<file path="config.mk">
export PLATFORM = sky130hd
export DESIGN_NAME = rcs_cadence_sequencer
export DESIGN_NICKNAME = d
export VERILOG_FILES = /design/src/rcs_pkg.sv /design/src/rcs_cadence_sequencer.sv /design/src/rcs_ms_tick.sv /design/src/rcs_script_store.sv
export VERILOG_INCLUDE_DIRS = /design/src
export SDC_FILE = /design/constraint.sdc
export NUM_CORES = 2
export LEC_CHECK = 0
export BUFFER_PORTS_ARGS = -buffer_cell sky130_fd_sc_hd__buf_2
export CORE_MARGIN = 2
export CORE_UTILIZATION = 33
export CTS_BUF_LIST = sky130_fd_sc_hd__clkbuf_16
export DETAILED_ROUTE_END_ITERATION = 10
export GPL_ROUTABILITY_DRIVEN = 0
export PLACE_DENSITY = 0.49
export SYNTH_ARGS = -nofsm -noshare
export SYNTH_HDL_FRONTEND = slang
export SYNTH_SLANG_ARGS = --single-unit
</file>
<file path="constraint.sdc">
create_clock -name core_clk -period 8.5 [get_ports core_clk]
set_input_delay 1.7 -clock core_clk [delete_from_list [all_inputs] [get_ports core_clk]]
set_output_delay 1.7 -clock core_clk [all_outputs]
set_load 0.1 [all_outputs]
</file>
<file path="src/rcs_consts.svh">
// Constants of the ringing cadence sequencer: register offsets, fields, resets, timing.
// Assumes byte addresses on a 32-bit Avalon-MM bus and a 4 ns core clock.
`ifndef RCS_CONSTS_SVH
`define RCS_CONSTS_SVH
`define RCS_OFF_CTRL 6'h00
`define RCS_OFF_STATUS 6'h04
`define RCS_OFF_PADDR 6'h08
`define RCS_OFF_PDATA 6'h0C
`define RCS_OFF_FREQ 6'h10
`define RCS_OFF_LEVEL 6'h14
`define RCS_OFF_OFFSET 6'h18
`define RCS_OFF_SHAPE 6'h1C
`define RCS_CTRL_START 0
`define RCS_CTRL_STOP 1
`define RCS_CTRL_SEL_LO 2
`define RCS_CTRL_ACT_LO 5
`define RCS_ST_RUN 0
`define RCS_ST_RING 1
`define RCS_ST_MUTE 2
`define RCS_ST_HOOK 3
`define RCS_ST_ERR 4
`define RCS_ST_DEPTH_LO 8
`define RCS_RST_FREQ 16'h0016
`define RCS_RST_LEVEL 16'h0000
`define RCS_RST_OFFSET 16'h0000
`define RCS_RST_SHAPE 16'h0000
`define RCS_CLK_PERIOD_NS 4
`define RCS_TICK_PERIOD_NS 1000000
`define RCS_TICK_CYCLES (`RCS_TICK_PERIOD_NS / `RCS_CLK_PERIOD_NS)
`define RCS_DELAY_MAX_MS 20'hF4240
`define RCS_BURST_MS 20'h007D0
`define RCS_SINGLE_ON_MS 20'h007D0
`define RCS_SINGLE_OFF_MS 20'h00FA0
`define RCS_DOUBLE_ON_MS 20'h002BC
`define RCS_DOUBLE_GAP_MS 20'h00258
`define RCS_DOUBLE_OFF_MS 20'h00FA0
`endif

</file>
<file path="src/rcs_pkg.sv">
// Types of the ringing cadence sequencer: script opcodes, statement layout, modes.
// Assumes nothing of its surroundings.
package rcs_pkg;
	typedef enum logic [3:0] {
		RCS_OP_NAME,
		RCS_OP_ON,
		RCS_OP_OFF,
		RCS_OP_DELAY,
		RCS_OP_LOOP_OPEN,
		RCS_OP_REPEAT_CLOSE,
		RCS_OP_STOP,
		RCS_OP_SET,
		RCS_OP_INC,
		RCS_OP_DEC,
		RCS_OP_END
	} rcs_op_t;
	typedef struct packed {
		rcs_op_t op;
		logic [1:0] idx;
		logic [5:0] rsvd;
		logic [19:0] arg;
	} rcs_instr_t;
	typedef enum logic [1:0] {
		RCS_HOOK_STOP,
		RCS_HOOK_MUTE,
		RCS_HOOK_NONE
	} rcs_hook_act_t;
	typedef enum logic [1:0] {
		RCS_IDLE,
		RCS_RUN,
		RCS_WAIT
	} rcs_seq_state_t;
endpackage

</file>
<file path="src/rcs_cadence_sequencer.sv">
// Ringing cadence sequencer: Avalon-MM register slave, script engine, off-hook handling.
// Assumes one 250 MHz clock, a synchronous active-low reset and an asynchronous hook pin.
`timescale 1ns/10ps
`include "rcs_consts.svh"

// Summary of operation
// - Four fixed cadences: continuous, single burst, single ring, double ring.
// - Single ring cadence: ringing on 2 s, then off 4 s, repeated.
// - Double ring: on 700 ms, off 600, on 700, off 4000, repeated.
// - Endless cadence runs until a manual stop or an off-hook stop.
// - First statement of a script is its name, never executed.
// - Each generator setting can be assigned, incremented or decremented.
// - Assignment sets the frequency directly; increment adds operand to it.
// - Loop with a count runs its body exactly that many times.
// - Loop without an operand repeats its body forever.
// - Loops nest up to ten deep, each with its own count.
// - Numeric statement waits that many milliseconds, 1 to 1,000,000.
// - On starts ringing, off stops it, in script order with delays.
// - Script ends after its last statement or at a stop statement.
// - Ending a script leaves the ringing state untouched.
// - Ringing left on stays on until an off-hook stop or a manual stop.
// - Mute action zeroes AC level while off-hook; script keeps running.
// - Stop action (default) shuts ringing down; no restart at on-hook.
module rcs_cadence_sequencer
#(
	parameter int TICK_CYCLES = `RCS_TICK_CYCLES,
	parameter int LOOP_DEPTH = 10,
	parameter int USER_WORDS = 64
)
(
	input wire logic core_clk, // Core clock, 250 MHz
	input wire logic reset_n, // Synchronous reset, active low
	input wire logic [5:0] avs_address, // Byte address
	input wire logic avs_read, // Read request
	input wire logic avs_write, // Write request
	input wire logic [31:0] avs_writedata, // Write data
	output logic [31:0] avs_readdata, // Read data
	output logic avs_waitrequest, // Stall the master
	input wire logic offhook_pin, // Line off-hook, asynchronous
	output logic ring_on, // AC ringing enable to the generator
	output logic ac_mute, // Force AC level to zero
	output logic cadence_active, // Script is running
	output logic [15:0] ring_freq, // Frequency setting
	output logic [15:0] ring_level, // AC level setting
	output logic [15:0] ring_offset, // DC offset setting
	output rcs_pkg::rcs_hook_act_t hook_action // Off-hook action in force
);
	import rcs_pkg::*;
	localparam int PCW = $clog2(USER_WORDS) + 1;
	localparam int DW = $clog2(LOOP_DEPTH + 1);

	typedef struct packed {
		logic [PCW-1:0] start;
		logic [19:0] count;
	} rcs_frame_t;

	typedef struct packed {
		rcs_seq_state_t fsm;
		logic [PCW-1:0] pc;
		logic [19:0] delay;
		logic [DW-1:0] depth;
		rcs_frame_t [LOOP_DEPTH-1:0] stack;
		logic [3:0][15:0] setting;
		logic ring;
		logic mute;
		logic active;
		logic nest_err;
		logic [2:0] sel;
		logic [2:0] run_sel;
		rcs_hook_act_t act;
		logic [PCW-1:0] paddr;
		logic [2:0] sync;
		logic hook;
		logic waitreq;
		logic [31:0] rdata;
	} rcs_state_t;

	rcs_state_t st_q;
	rcs_state_t st_d;
	rcs_instr_t instr;
	rcs_frame_t top;
	logic [DW-1:0] dm1;
	logic tick;
	logic restart;
	logic ram_we;
	logic start_req;
	logic stop_req;
	logic halt_hook;
	logic run_ok;
	logic [15:0] cur_set;

	if (LOOP_DEPTH < 1 || LOOP_DEPTH > 15 || USER_WORDS < 16 || TICK_CYCLES < 2)
		$error("rcs_cadence_sequencer parameters out of range");

	function automatic logic [1:0] set_index(logic [5:0] a);
		set_index = a[3:2];
	endfunction

	function automatic logic [31:0] read_word(rcs_state_t s, logic [5:0] a);
		read_word = 32'h00000000;
		case (a)
		`RCS_OFF_CTRL:
		begin
			read_word[`RCS_CTRL_SEL_LO +: 3] = s.sel;
			read_word[`RCS_CTRL_ACT_LO +: 2] = s.act;
		end
		`RCS_OFF_STATUS:
		begin
			read_word[`RCS_ST_RUN] = s.active;
			read_word[`RCS_ST_RING] = s.ring;
			read_word[`RCS_ST_MUTE] = s.mute;
			read_word[`RCS_ST_HOOK] = s.hook;
			read_word[`RCS_ST_ERR] = s.nest_err;
			read_word[`RCS_ST_DEPTH_LO +: DW] = s.depth;
		end
		`RCS_OFF_PADDR: read_word[PCW-1:0] = s.paddr;
		`RCS_OFF_FREQ, `RCS_OFF_LEVEL, `RCS_OFF_OFFSET, `RCS_OFF_SHAPE:
			read_word[15:0] = s.setting[set_index(a)];
		default: ;
		endcase
	endfunction

	rcs_ms_tick
	#(
		.CYCLES(TICK_CYCLES)
	)
	u_tick
	(
		.core_clk(core_clk),
		.reset_n(reset_n),
		.restart(restart),
		.tick(tick)
	);

	rcs_script_store
	#(
		.USER_WORDS(USER_WORDS),
		.PCW(PCW)
	)
	u_store
	(
		.core_clk(core_clk),
		.wr_en(ram_we),
		.wr_addr(st_q.paddr),
		.wr_data(avs_writedata),
		.sel(st_q.run_sel),
		.pc(st_q.pc),
		.instr(instr)
	);

	assign dm1 = st_q.depth - 1'h1;
	assign top = st_q.stack[dm1];
	assign cur_set = st_q.setting[instr.idx];
	assign halt_hook = st_q.hook && (st_q.act == RCS_HOOK_STOP);

	always_comb
	begin
		st_d = st_q;
		restart = 1'h0;
		ram_we = 1'h0;
		start_req = 1'h0;
		stop_req = 1'h0;
		// Hook pin: the change counts once the second and third stages agree
		st_d.sync = {st_q.sync[1:0], offhook_pin};
		if (st_q.sync[1] == st_q.sync[2])
			st_d.hook = st_q.sync[2];
		// One wait cycle per access, then the answer stands for one cycle
		if (st_q.waitreq && (avs_read || avs_write))
		begin
			st_d.waitreq = 1'h0;
			st_d.rdata = read_word(st_q, avs_address);
		end
		else
			st_d.waitreq = 1'h1;
		if (avs_write && !st_q.waitreq)
		begin
			case (avs_address)
			`RCS_OFF_CTRL:
			begin
				st_d.sel = avs_writedata[`RCS_CTRL_SEL_LO +: 3];
				st_d.act = rcs_hook_act_t'(avs_writedata[`RCS_CTRL_ACT_LO +: 2]);
				start_req = avs_writedata[`RCS_CTRL_START];
				stop_req = avs_writedata[`RCS_CTRL_STOP];
			end
			`RCS_OFF_PADDR: st_d.paddr = avs_writedata[PCW-1:0];
			`RCS_OFF_PDATA:
			begin
				ram_we = 1'h1;
				st_d.paddr = st_q.paddr + 1'h1;
			end
			`RCS_OFF_FREQ, `RCS_OFF_LEVEL, `RCS_OFF_OFFSET, `RCS_OFF_SHAPE:
				st_d.setting[set_index(avs_address)] = avs_writedata[15:0];
			default: ;
			endcase
		end
		case (st_q.fsm)
		RCS_RUN:
		begin
			st_d.pc = st_q.pc + 1'h1;
			case (instr.op)
			RCS_OP_NAME: ;
			RCS_OP_ON: st_d.ring = 1'h1;
			RCS_OP_OFF: st_d.ring = 1'h0;
			RCS_OP_DELAY:
			begin
				if (instr.arg == 20'h00000)
					st_d.delay = 20'h00001;
				else if (instr.arg > `RCS_DELAY_MAX_MS)
					st_d.delay = `RCS_DELAY_MAX_MS;
				else
					st_d.delay = instr.arg;
				st_d.fsm = RCS_WAIT;
				restart = 1'h1;
			end
			RCS_OP_LOOP_OPEN:
			begin
				if (st_q.depth == DW'(LOOP_DEPTH))
				begin
					st_d.nest_err = 1'h1;
					st_d.fsm = RCS_IDLE;
				end
				else
				begin
					st_d.stack[st_q.depth] = '{start: st_q.pc + 1'h1, count: instr.arg};
					st_d.depth = st_q.depth + 1'h1;
				end
			end
			RCS_OP_REPEAT_CLOSE:
			begin
				if (st_q.depth == '0)
				begin
					st_d.nest_err = 1'h1;
					st_d.fsm = RCS_IDLE;
				end
				else if (top.count == 20'h00000)
					st_d.pc = top.start;
				else if (top.count != 20'h00001)
				begin
					st_d.stack[dm1].count = top.count - 1'h1;
					st_d.pc = top.start;
				end
				else
					st_d.depth = dm1;
			end
			RCS_OP_STOP: st_d.fsm = RCS_IDLE;
			RCS_OP_SET: st_d.setting[instr.idx] = instr.arg[15:0];
			RCS_OP_INC: st_d.setting[instr.idx] = cur_set + instr.arg[15:0];
			RCS_OP_DEC: st_d.setting[instr.idx] = cur_set - instr.arg[15:0];
			default: st_d.fsm = RCS_IDLE;
			endcase
		end
		RCS_WAIT:
		begin
			if (tick)
			begin
				st_d.delay = st_q.delay - 1'h1;
				if (st_q.delay == 20'h00001)
					st_d.fsm = RCS_RUN;
			end
		end
		default: ;
		endcase
		if (start_req && !halt_hook)
		begin
			st_d.fsm = RCS_RUN;
			st_d.pc = PCW'(1);
			st_d.depth = '0;
			// A nesting fault raised in this same cycle outlives the restart
			st_d.nest_err = st_d.nest_err && !st_q.nest_err;
			st_d.run_sel = st_d.sel;
		end
		// Manual or off-hook stop beats a start and any script step
		if (stop_req || halt_hook)
		begin
			st_d.fsm = RCS_IDLE;
			st_d.ring = 1'h0;
		end
		st_d.mute = st_q.hook && (st_q.act == RCS_HOOK_MUTE);
		st_d.active = st_d.fsm != RCS_IDLE;
	end

	always_ff @(posedge core_clk)
	begin
		if (!reset_n)
		begin
			st_q <= '0;
			st_q.fsm <= RCS_IDLE;
			st_q.act <= RCS_HOOK_STOP;
			st_q.waitreq <= 1'h1;
			st_q.setting <= {`RCS_RST_SHAPE, `RCS_RST_OFFSET, `RCS_RST_LEVEL, `RCS_RST_FREQ};
		end
		else
			st_q <= st_d;
	end

	assign avs_readdata = st_q.rdata;
	assign avs_waitrequest = st_q.waitreq;
	assign ring_on = st_q.ring;
	assign ac_mute = st_q.mute;
	assign cadence_active = st_q.active;
	assign ring_freq = st_q.setting[0];
	assign ring_level = st_q.setting[1];
	assign ring_offset = st_q.setting[2];
	assign hook_action = st_q.act;

	assign run_ok = (st_q.fsm == RCS_RUN) && !start_req && !stop_req && !halt_hook;
endmodule

</file>
<file path="src/rcs_ms_tick.sv">
// Millisecond timebase: one-cycle tick every CYCLES clocks, restartable.
// Assumes the single core clock and a synchronous active-low reset.
`timescale 1ns/10ps
module rcs_ms_tick
#(
	parameter int CYCLES = 250000
)
(
	input wire logic core_clk, // Core clock
	input wire logic reset_n, // Synchronous reset, active low
	input wire logic restart, // Restart the period from zero
	output logic tick // One-cycle pulse per period
);
	localparam int CW = $clog2(CYCLES);
	typedef struct packed {
		logic [CW-1:0] cnt;
		logic tick;
	} rcs_tick_state_t;
	rcs_tick_state_t st_q;
	rcs_tick_state_t st_d;
	logic [CW:0] gap_q;

	if (CYCLES < 2)
		$error("CYCLES must be at least 2");

	always_comb
	begin
		st_d = st_q;
		st_d.tick = 1'h0;
		if (restart)
			st_d.cnt = '0;
		else if (st_q.cnt == CW'(CYCLES - 1))
		begin
			st_d.cnt = '0;
			st_d.tick = 1'h1;
		end
		else
			st_d.cnt = st_q.cnt + 1'h1;
	end

	always_ff @(posedge core_clk)
	begin
		if (!reset_n)
			st_q <= '0;
		else
			st_q <= st_d;
	end

	assign tick = st_q.tick;

	// Cycles since the last restart; the cycle after a tick counts as one
	always_ff @(posedge core_clk)
	begin
		if (!reset_n || restart)
			gap_q <= '0;
		else if (st_q.tick)
			gap_q <= (CW + 1)'(1);
		else
			gap_q <= gap_q + 1'h1;
	end
endmodule

</file>
<file path="src/rcs_script_store.sv">
// Script store: four fixed cadences plus one loadable script memory.
// Assumes the sequencer supplies write strobes on the same clock.
`timescale 1ns/10ps
module rcs_script_store
#(
	parameter int USER_WORDS = 64,
	parameter int PCW = 7
)
(
	input wire logic core_clk, // Core clock
	input wire logic wr_en, // Write one statement
	input wire logic [PCW-1:0] wr_addr, // Statement index written
	input wire logic [31:0] wr_data, // Statement written
	input wire logic [2:0] sel, // Cadence, 0 to 3 fixed, 4 loadable
	input wire logic [PCW-1:0] pc, // Statement index read
	output rcs_pkg::rcs_instr_t instr // Statement at pc
);
	import rcs_pkg::*;
	logic [31:0] mem [USER_WORDS];

	function automatic rcs_instr_t mk(rcs_op_t op, logic [19:0] arg);
		mk = '{op: op, idx: 2'h0, rsvd: 6'h00, arg: arg};
	endfunction

	function automatic rcs_instr_t fixed(logic [1:0] s, logic [PCW-1:0] p);
		fixed = mk(RCS_OP_END, 20'h00000);
		case (s)
		2'h0:
			if (p == PCW'(1))
				fixed = mk(RCS_OP_ON, 20'h00000);
		2'h1:
			case (p)
			PCW'(1): fixed = mk(RCS_OP_ON, 20'h00000);
			PCW'(2): fixed = mk(RCS_OP_DELAY, `RCS_BURST_MS);
			PCW'(3): fixed = mk(RCS_OP_OFF, 20'h00000);
			default: ;
			endcase
		2'h2:
			case (p)
			PCW'(1): fixed = mk(RCS_OP_LOOP_OPEN, 20'h00000);
			PCW'(2): fixed = mk(RCS_OP_ON, 20'h00000);
			PCW'(3): fixed = mk(RCS_OP_DELAY, `RCS_SINGLE_ON_MS);
			PCW'(4): fixed = mk(RCS_OP_OFF, 20'h00000);
			PCW'(5): fixed = mk(RCS_OP_DELAY, `RCS_SINGLE_OFF_MS);
			PCW'(6): fixed = mk(RCS_OP_REPEAT_CLOSE, 20'h00000);
			default: ;
			endcase
		default:
			case (p)
			PCW'(1): fixed = mk(RCS_OP_LOOP_OPEN, 20'h00000);
			PCW'(2): fixed = mk(RCS_OP_ON, 20'h00000);
			PCW'(3): fixed = mk(RCS_OP_DELAY, `RCS_DOUBLE_ON_MS);
			PCW'(4): fixed = mk(RCS_OP_OFF, 20'h00000);
			PCW'(5): fixed = mk(RCS_OP_DELAY, `RCS_DOUBLE_GAP_MS);
			PCW'(6): fixed = mk(RCS_OP_ON, 20'h00000);
			PCW'(7): fixed = mk(RCS_OP_DELAY, `RCS_DOUBLE_ON_MS);
			PCW'(8): fixed = mk(RCS_OP_OFF, 20'h00000);
			PCW'(9): fixed = mk(RCS_OP_DELAY, `RCS_DOUBLE_OFF_MS);
			PCW'(10): fixed = mk(RCS_OP_REPEAT_CLOSE, 20'h00000);
			default: ;
			endcase
		endcase
	endfunction

	always_ff @(posedge core_clk)
	begin
		if (wr_en && (wr_addr < PCW'(USER_WORDS)))
			mem[wr_addr[$clog2(USER_WORDS)-1:0]] <= wr_data;
	end

	// Past the end of memory the script reads as finished
	always_comb
	begin
		if (sel[2] == 1'h0)
			instr = fixed(sel[1:0], pc);
		else if ((sel == 3'h4) && (pc < PCW'(USER_WORDS)))
			instr = rcs_instr_t'(mem[pc[$clog2(USER_WORDS)-1:0]]);
		else
			instr = mk(RCS_OP_END, 20'h00000);
	end
endmodule

</file>
Word level (Yosys, flattened, before mapping)
Memories as Yosys holds them, arrays and structs flattened.
Index checks and enable logic that the tools add are counted.
- add/subtract/negate cells: 9
- order comparisons: 11
- equal/unequal tests: 43
- muxes and demuxes: 82
- bitwise operators: 1
- reductions and logical operators: 45
- operators by type and width (operator ; number):
    $mux W274 ; 3
    $pmux W274 S2 ; 1
    $bwmux W270 ; 2
    $mux W270 ; 1
    $bwmux W64 ; 4
    $pmux W32 S7 ; 1
    $demux W27 S4 ; 2
    $pmux W32 S3 ; 2
    $pmux W32 S6 ; 1
    $pmux W64 S3 ; 1
    $mux W64 ; 2
    $bmux W27 S4 ; 1
    $mux W20 ; 5
    $mux W32 ; 3
    $mux W65 ; 1
    $bmux W16 S2 ; 2
    $demux W16 S2 ; 2
    $mux W16 ; 4
    $mux W27 ; 2
    $logic_not A20 Y1 ; 2
    $pmux W20 S2 ; 1
    $sub A20 B1 Y20 const B ; 2
    $mux W7 ; 5
    $eq A7 B3 Y1 const B ; 4
    58 further kinds ; 137
- flip-flop bits (word level): 426
- memory bits (writable): 2048
- bits of input ports: 43
- word-level logic and storage cells: 235
- memories kept: 1
- memories (name ; words ; width ; read ports ; clocked after Yosys merged registers in ; write ports ; line ; source):
    u_store.mem ; 64 ; 32 ; 1 ; 0 ; 1 ; rcs_script_store.sv:19 ; logic [31:0] mem [USER_WORDS];

Logic depth before layout (Yosys ltp)
- depth after elaboration: 12
- depth in mapped cells: 30
- depth with buffers taken out: 22

Hierarchy
A second synthesis with hierarchy kept.
- cell total of the unflattened synthesis: 6340
- area, all modules: 103656.9 um^2
- by module, submodules not included (module ; instances ; cells an instance ; area an instance (um^2) ; sequential area each (um^2)):
    rcs_script_store ; 1 ; 3626 ; 79040.8 ; 61499.0
    rcs_cadence_sequencer ; 1 ; 2618 ; 23759.0 ; 8147.8
    rcs_ms_tick ; 1 ; 96 ; 857.1 ; 380.4

Worst setup path after synthesis
OpenSTA, ideal clock, no wires.
- kind: reg-to-reg
- from: reg st_q[390] (netlist name)
- to: reg st_q[244] (netlist name)
- setup time: 81 ps
- arrival time: 6616 ps
- slack: 1803 ps
- cell stages (with the launch flop): 25
- buffers on the path: 12
- period minus slack after synthesis: 6697 ps
- cell sequence: dfxtp_1 > buf_2 > buf_4 > buf_6 > buf_6 > buf_4 > buf_4 > buf_1 > clkbuf_1 > inv_1 > ha_1 > buf_2 > clkbuf_1 > clkbuf_1 > mux4_2 > a22oi_1 > o21ai_1 > inv_1 > ha_1 > clkbuf_1 > nand4_1 > nor3_1 > xor2_1 > a22oi_1 > a211oi_2
- word-level cells in the longest chain between the ends: 10
- elaborated cells between the ends (all ways): 30
- those cells by class: 2 x add/sub; 4 x order compare; 6 x eq/ne; 13 x mux; 5 x reduce/logical
- ends and longest elaborated chain (what ; line ; source):
    from (decl) ; rcs_cadence_sequencer.sv:78 ; rcs_state_t st_q;
    from (signal assigned) ; rcs_cadence_sequencer.sv:293 ; st_q <= st_d;
    $sub A4 B1 Y4 * ; rcs_cadence_sequencer.sv:151 ; assign dm1 = st_q.depth - 1'h1;
    via dm1[0] ; rcs_cadence_sequencer.sv:82 ; logic [DW-1:0] dm1;
    parallel branches: the longest is 9 deep, another holds $sub A20 B1 Y20 ; n/a ;
Mark *: on every way through the listed nets, which the timed path passes. The select of a mux whose other input is x is not followed.
A chain may end at the register's enable or synchronous reset.

Worst setup path after layout
- from: reg st_q[414] (netlist name)
- to: reg st_q, in the netlist ring_freq[14]
- word-level cells in the longest chain between the ends: 11
- elaborated cells between the ends (all ways): 40
- those cells by class: 2 x add/sub; 3 x order compare; 13 x eq/ne; 16 x mux; 5 x reduce/logical; 1 x memory
- ends and longest elaborated chain (what ; line ; source):
    parallel branches: the longest is 3 deep, another holds $mem_v2 Z64 W32 ; n/a ;
    $mux W32 * ; rcs_script_store.sv:74 ; if (sel[2] == 1'h0)
    parallel branches: the longest is 5 deep, another holds $sub A16 B16 Y16 ; n/a ;
    $pmux W64 S3 * ; rcs_cadence_sequencer.sv:200 ; case (instr.op)
    $mux W65 * ; rcs_cadence_sequencer.sv:196 ; case (st_q.fsm)
Mark *: on every way between the ends. The select of a mux whose other input is x is not followed.

==> impl_summary.txt <==
----------------------------------------------------
[Yosys]
  Primary flip-flop cell chosen by synthesis mapping ... sky130_fd_sc_hd__edfxtp_1
  Synthesis-stage register bit count ... 2,090
  Library cell occupying the most area in the post-synthesis netlist ... sky130_fd_sc_hd__edfxtp_1
  Largest cells by area after synthesis ... sky130_fd_sc_hd__edfxtp_1, sky130_fd_sc_hd__mux4_2, sky130_fd_sc_hd__dfxtp_1
  Sequential share of the synthesized area ... 65.07%
  Post-synth design cell area ... 89,890 um2
  Unique cell type count in the Yosys netlist ... 107
  Average footprint of a synthesized cell ... 15.24 um2
  Number of synthesized flops with an enable pin ... 1,664
  YS warnings ... 0
  Area share of the largest cell type after synthesis ... 55.59%
  Async set-or-reset flop fraction in the synthesized netlist ... 0%
  Post-Synthesis Cells ... 5,897

[Layout]
  Layout filler cell count ... 25,393
  Net count, final ... 6,128
  Layout cells sized above 1 ... 21.76%
  Area used by multi-input combinational logic ... 29,270 um2
  Most frequent cells in the layout ... sky130_fd_sc_hd__edfxtp_1, sky130_fd_sc_hd__mux4_2, sky130_fd_sc_hd__dfxtp_1
  Area growth from synthesis to layout ... 13.74%
  Reg area ... 58,520 um2
  Most common cell after layout, fill and taps aside ... sky130_fd_sc_hd__edfxtp_1

[Drt]
  Aggregate routed wire length ... 314,300 um
  DR iter-0 viols ... 6,783
  Remaining routing DRC violations ... 0
  Mean routed wirelength per cell ... 32.13 um
  Routed vias ... 56,558
  Post-DRT Antenna Nets ... 0
  Vias per cell ... 5.782
  First-pass iteration count of the detailed router ... 8

[Floorplanning]
  Count of pins on the block boundary ... 129
  Row Count ... 191
  Die X ... 525.9 um
  Floorplan die area ... 276,600 um2
  Starting utilization of the core area ... 33.20%
  Placeable core region ... 270,800 um2
  DIE HEIGHT ... 525.9 um

[Setup path]
  Largest delay share family, worst path ... compound AO/OA/AOI/OAI gates
  Series of cell instances along the critical path ... buf_12 -> buf_12 -> mux4_2 -> nand2_1 -> o2111a_1 -> nor2_1 -> nand3b_1 -> and2_1 -> buf_4 -> o221a_2 -> inv_1 -> ha_1 -> inv_1 -> fa_1 -> a21oi_1 -> o21ba_2 -> o21bai_1 -> a221o_1 -> a2111oi_0 -> o31ai_1 -> a21oi_1 -> xor2_1 -> o21a_1 -> o31a_1
  Worst reg2reg setup slack ... 1.31 ns
  Highest net fanout along the worst path ... 37
  Sort of element at the end of the critical path ... register
  Max incr delay on CP ... 0.87 ns
  Setup Crit Path Kind ... reg -> reg
  Slowest cell on the critical path ... sky130_fd_sc_hd__dfxtp_4
  Data required time at the worst endpoint ... 9.23 ns
  Data arrival at the endpoint of the critical path ... 7.92 ns
  Type of element launching the critical path ... register
  Count of buffer and inverter cells on the critical path ... 5

[STA]
  Actual transition at the worst max-transition pin ... 1.326 ns
  Post-route setup slack ... 1.313 ns
  Worst Skew ... 0.1329 ns
  Number of hold violations in the final report ... 0
  Final-report max-slew violation count ... 0
  Achievable Freq ... 139.1 MHz
  Portion of the clock cycle consumed by the worst path in the final layout ... 84.55%
  Relative slew slack ... 11.52%
  Finish-stage setup viols ... 0
  Time the final worst path needs with I/O delays and setup ... 7.187 ns
  Setup_tns ... 0 ns
  Unrepaired setup endpoints after global routing ... no

[Min path]
  Worst Hold Class ... reg -> reg

[Clock network]
  Register clock-pin slew on the reported worst setup and hold paths ... 0.06 ns
  Number of H-tree levels ... 4
  Clock latency on the worst-skew pair ... 0.92 ns
  CTS tree ... done
  Clock Path Buffers ... 4
  Number of CTS-inserted buffers ... 225
  Count of buffers added by post-CTS timing repair for setup ... 0
  Resize count post-CTS ... 0
  Post-CTS Hold Fix Bufs ... 0
  CTS Root Cell ... sky130_fd_sc_hd__clkbuf_16
  Number of sinks handled by clock tree synthesis ... 2,090

[GRT]
  Number of global-route vias before repair ... 55,489
  Wire length of the first global-routing pass ... 438,900 um
  Overall track demand over capacity in global routing ... 22.17%
  Aggregate global routing overflow ... 0
  Largest net degree at the start of global routing ... 99
  Number of antenna violations at the first check in global routing ... 17

[Pwr]
  Max rail drop VDD ... 175.1 uV
  Total power per unit cell area ... 205.6 nW/um2
  Reported leakage power ... 32.11 nW

[Placement]
  Dpl ws ... 1.337 ns
  Count of buffers from port buffering ... 106
  Placed wire-length estimate ... 197,000 um

[Job]
  MaxCap Viol Count ... 0

[Outcome]
  Result of the run ... finished clean

----------------------------------------------------
[report_power, final]
group	internal (mW)	total (mW)	switching (mW)
logic	0.0774	0.472	0.395
registers	11.0	11.1	0.0206
clock network	5.36	9.50	4.13
total	16.5	21.0	4.55
[layout make-up]
class / count / share of cell area (%)
Sequential cell: 2090 / 57.24
Multi-Input combinational cell: 3270 / 28.63
Clock buffer: 226 / 5.532
Tap cell: 3570 / 4.369
Timing Repair Buffer: 386 / 2.716
Clock inverter: 171 / 1.269
Inverter: 62 / 0.2337
Antenna cell: 7 / 0.01713
[cell families (layout without fill, tap and decap cells)]
group / Yosys count / after routing / share of synthesized area [%]
compound gates: 1216 / 1216 / 9.717
xor+xnor: 72 / 72 / 0.7015
fa+ha+maj: 50 / 50 / 0.7127
buf+inv: 552 / 845 / 3.190
flops: 2090 / 2090 / 65.07
mux: 760 / 760 / 14.66
other cells: 1 / 23 / 0.004172
simple gates: 1156 / 1156 / 5.941
[routing by layer]
layer | global-route usage [%] | vias to the layer above | wire length (um)
met1 | 30.01 | 29838 | 131800
li1 | - | 23768 | -
met4 | 8.550 | 6 | 13070
met5 | 0 | - | 32
met3 | 4.006 | 544 | 22410
met2 | 35.34 | 2402 | 146900
[worst register-to-register path: stages, from the launching register on]
cell,delay (ns)
sky130_fd_sc_hd__dfxtp_4,0.87
sky130_fd_sc_hd__buf_12,0.37
sky130_fd_sc_hd__buf_12,0.34
sky130_fd_sc_hd__mux4_2,0.55
sky130_fd_sc_hd__nand2_1,0.10
sky130_fd_sc_hd__o2111a_1,0.21
sky130_fd_sc_hd__nor2_1,0.18
sky130_fd_sc_hd__nand3b_1,0.24
sky130_fd_sc_hd__and2_1,0.34
sky130_fd_sc_hd__buf_4,0.30
sky130_fd_sc_hd__o221a_2,0.29
sky130_fd_sc_hd__inv_1,0.07
sky130_fd_sc_hd__ha_1,0.16
sky130_fd_sc_hd__inv_1,0.06
sky130_fd_sc_hd__fa_1,0.46
sky130_fd_sc_hd__a21oi_1,0.16
sky130_fd_sc_hd__o21ba_2,0.17
sky130_fd_sc_hd__o21bai_1,0.08
sky130_fd_sc_hd__a221o_1,0.36
sky130_fd_sc_hd__a2111oi_0,0.75
sky130_fd_sc_hd__o31ai_1,0.19
sky130_fd_sc_hd__a21oi_1,0.22
sky130_fd_sc_hd__xor2_1,0.14
sky130_fd_sc_hd__o21a_1,0.19
sky130_fd_sc_hd__o31a_1,0.28
[path summary, 6_finish.rpt]
| check | to | cells past startpoint | start |
|---|---|---|---|
| hold / removal | st_d[36] | 1 | st_d[35] |
| hold reg to reg | st_d[36] | 1 | st_d[35] |
| setup / recovery | ring_freq[14] | 24 | st_q[414] |
| setup reg to reg | ring_freq[14] | 24 | st_q[414] |
[flip-flops by register name (all words and copies together), names as in the netlist]
name / count
ring_offset: 16
ac_mute: 1
st_d: 2
ring_on: 1
hook_action: 2
avs_readdata: 16
u_store.mem: 1664
u_tick.st_q: 18
ring_freq: 16
cadence_active: 1
avs_waitrequest: 1
st_q: 335
u_tick.tick: 1
ring_level: 16
[cell usage after synthesis, types with 24 or more instances]
master                        n
sky130_fd_sc_hd__o22ai_1     80
sky130_fd_sc_hd__mux2i_1    259
sky130_fd_sc_hd__a22oi_1    193
sky130_fd_sc_hd__nand4_1     28
sky130_fd_sc_hd__buf_4      125
sky130_fd_sc_hd__nor2b_1     29
sky130_fd_sc_hd__o21ai_0    174
sky130_fd_sc_hd__o221ai_1    53
sky130_fd_sc_hd__mux4_2     439
sky130_fd_sc_hd__mux2_2      62
sky130_fd_sc_hd__buf_6       24
sky130_fd_sc_hd__nand2_1    304
sky130_fd_sc_hd__edfxtp_1  1664
sky130_fd_sc_hd__clkbuf_1   219
sky130_fd_sc_hd__nor3_1      68
sky130_fd_sc_hd__a22o_1      44
sky130_fd_sc_hd__o211a_1     28
sky130_fd_sc_hd__a221oi_1    35
sky130_fd_sc_hd__inv_1       57
sky130_fd_sc_hd__xnor2_1     39
sky130_fd_sc_hd__a21oi_1    176
sky130_fd_sc_hd__nor2_1     453
sky130_fd_sc_hd__a31oi_1     45
sky130_fd_sc_hd__nand3_1     76
sky130_fd_sc_hd__dfxtp_1    426
sky130_fd_sc_hd__xor2_1      33
sky130_fd_sc_hd__and2_1      35
sky130_fd_sc_hd__ha_1        48
sky130_fd_sc_hd__and3_1      28
sky130_fd_sc_hd__a211oi_1   157
sky130_fd_sc_hd__buf_2       99
[per-stage QoR]
step	hold WS, ns	instance area, um2	utilization (%)	cells	power (mW)
after floorplan	0.4119	89950	-	5912	11.48
after global placement	0.4328	95270	35.18	9378	11.73
after detailed placement	0.4317	95270	35.18	9378	11.74
after CTS	0.4454	102200	37.75	9775	21.18
after global routing	0.4605	102200	37.75	9775	21.58
final	0.4416	102200	37.76	9782	21.02
Note: power is estimated with default switching activity, not from simulation.
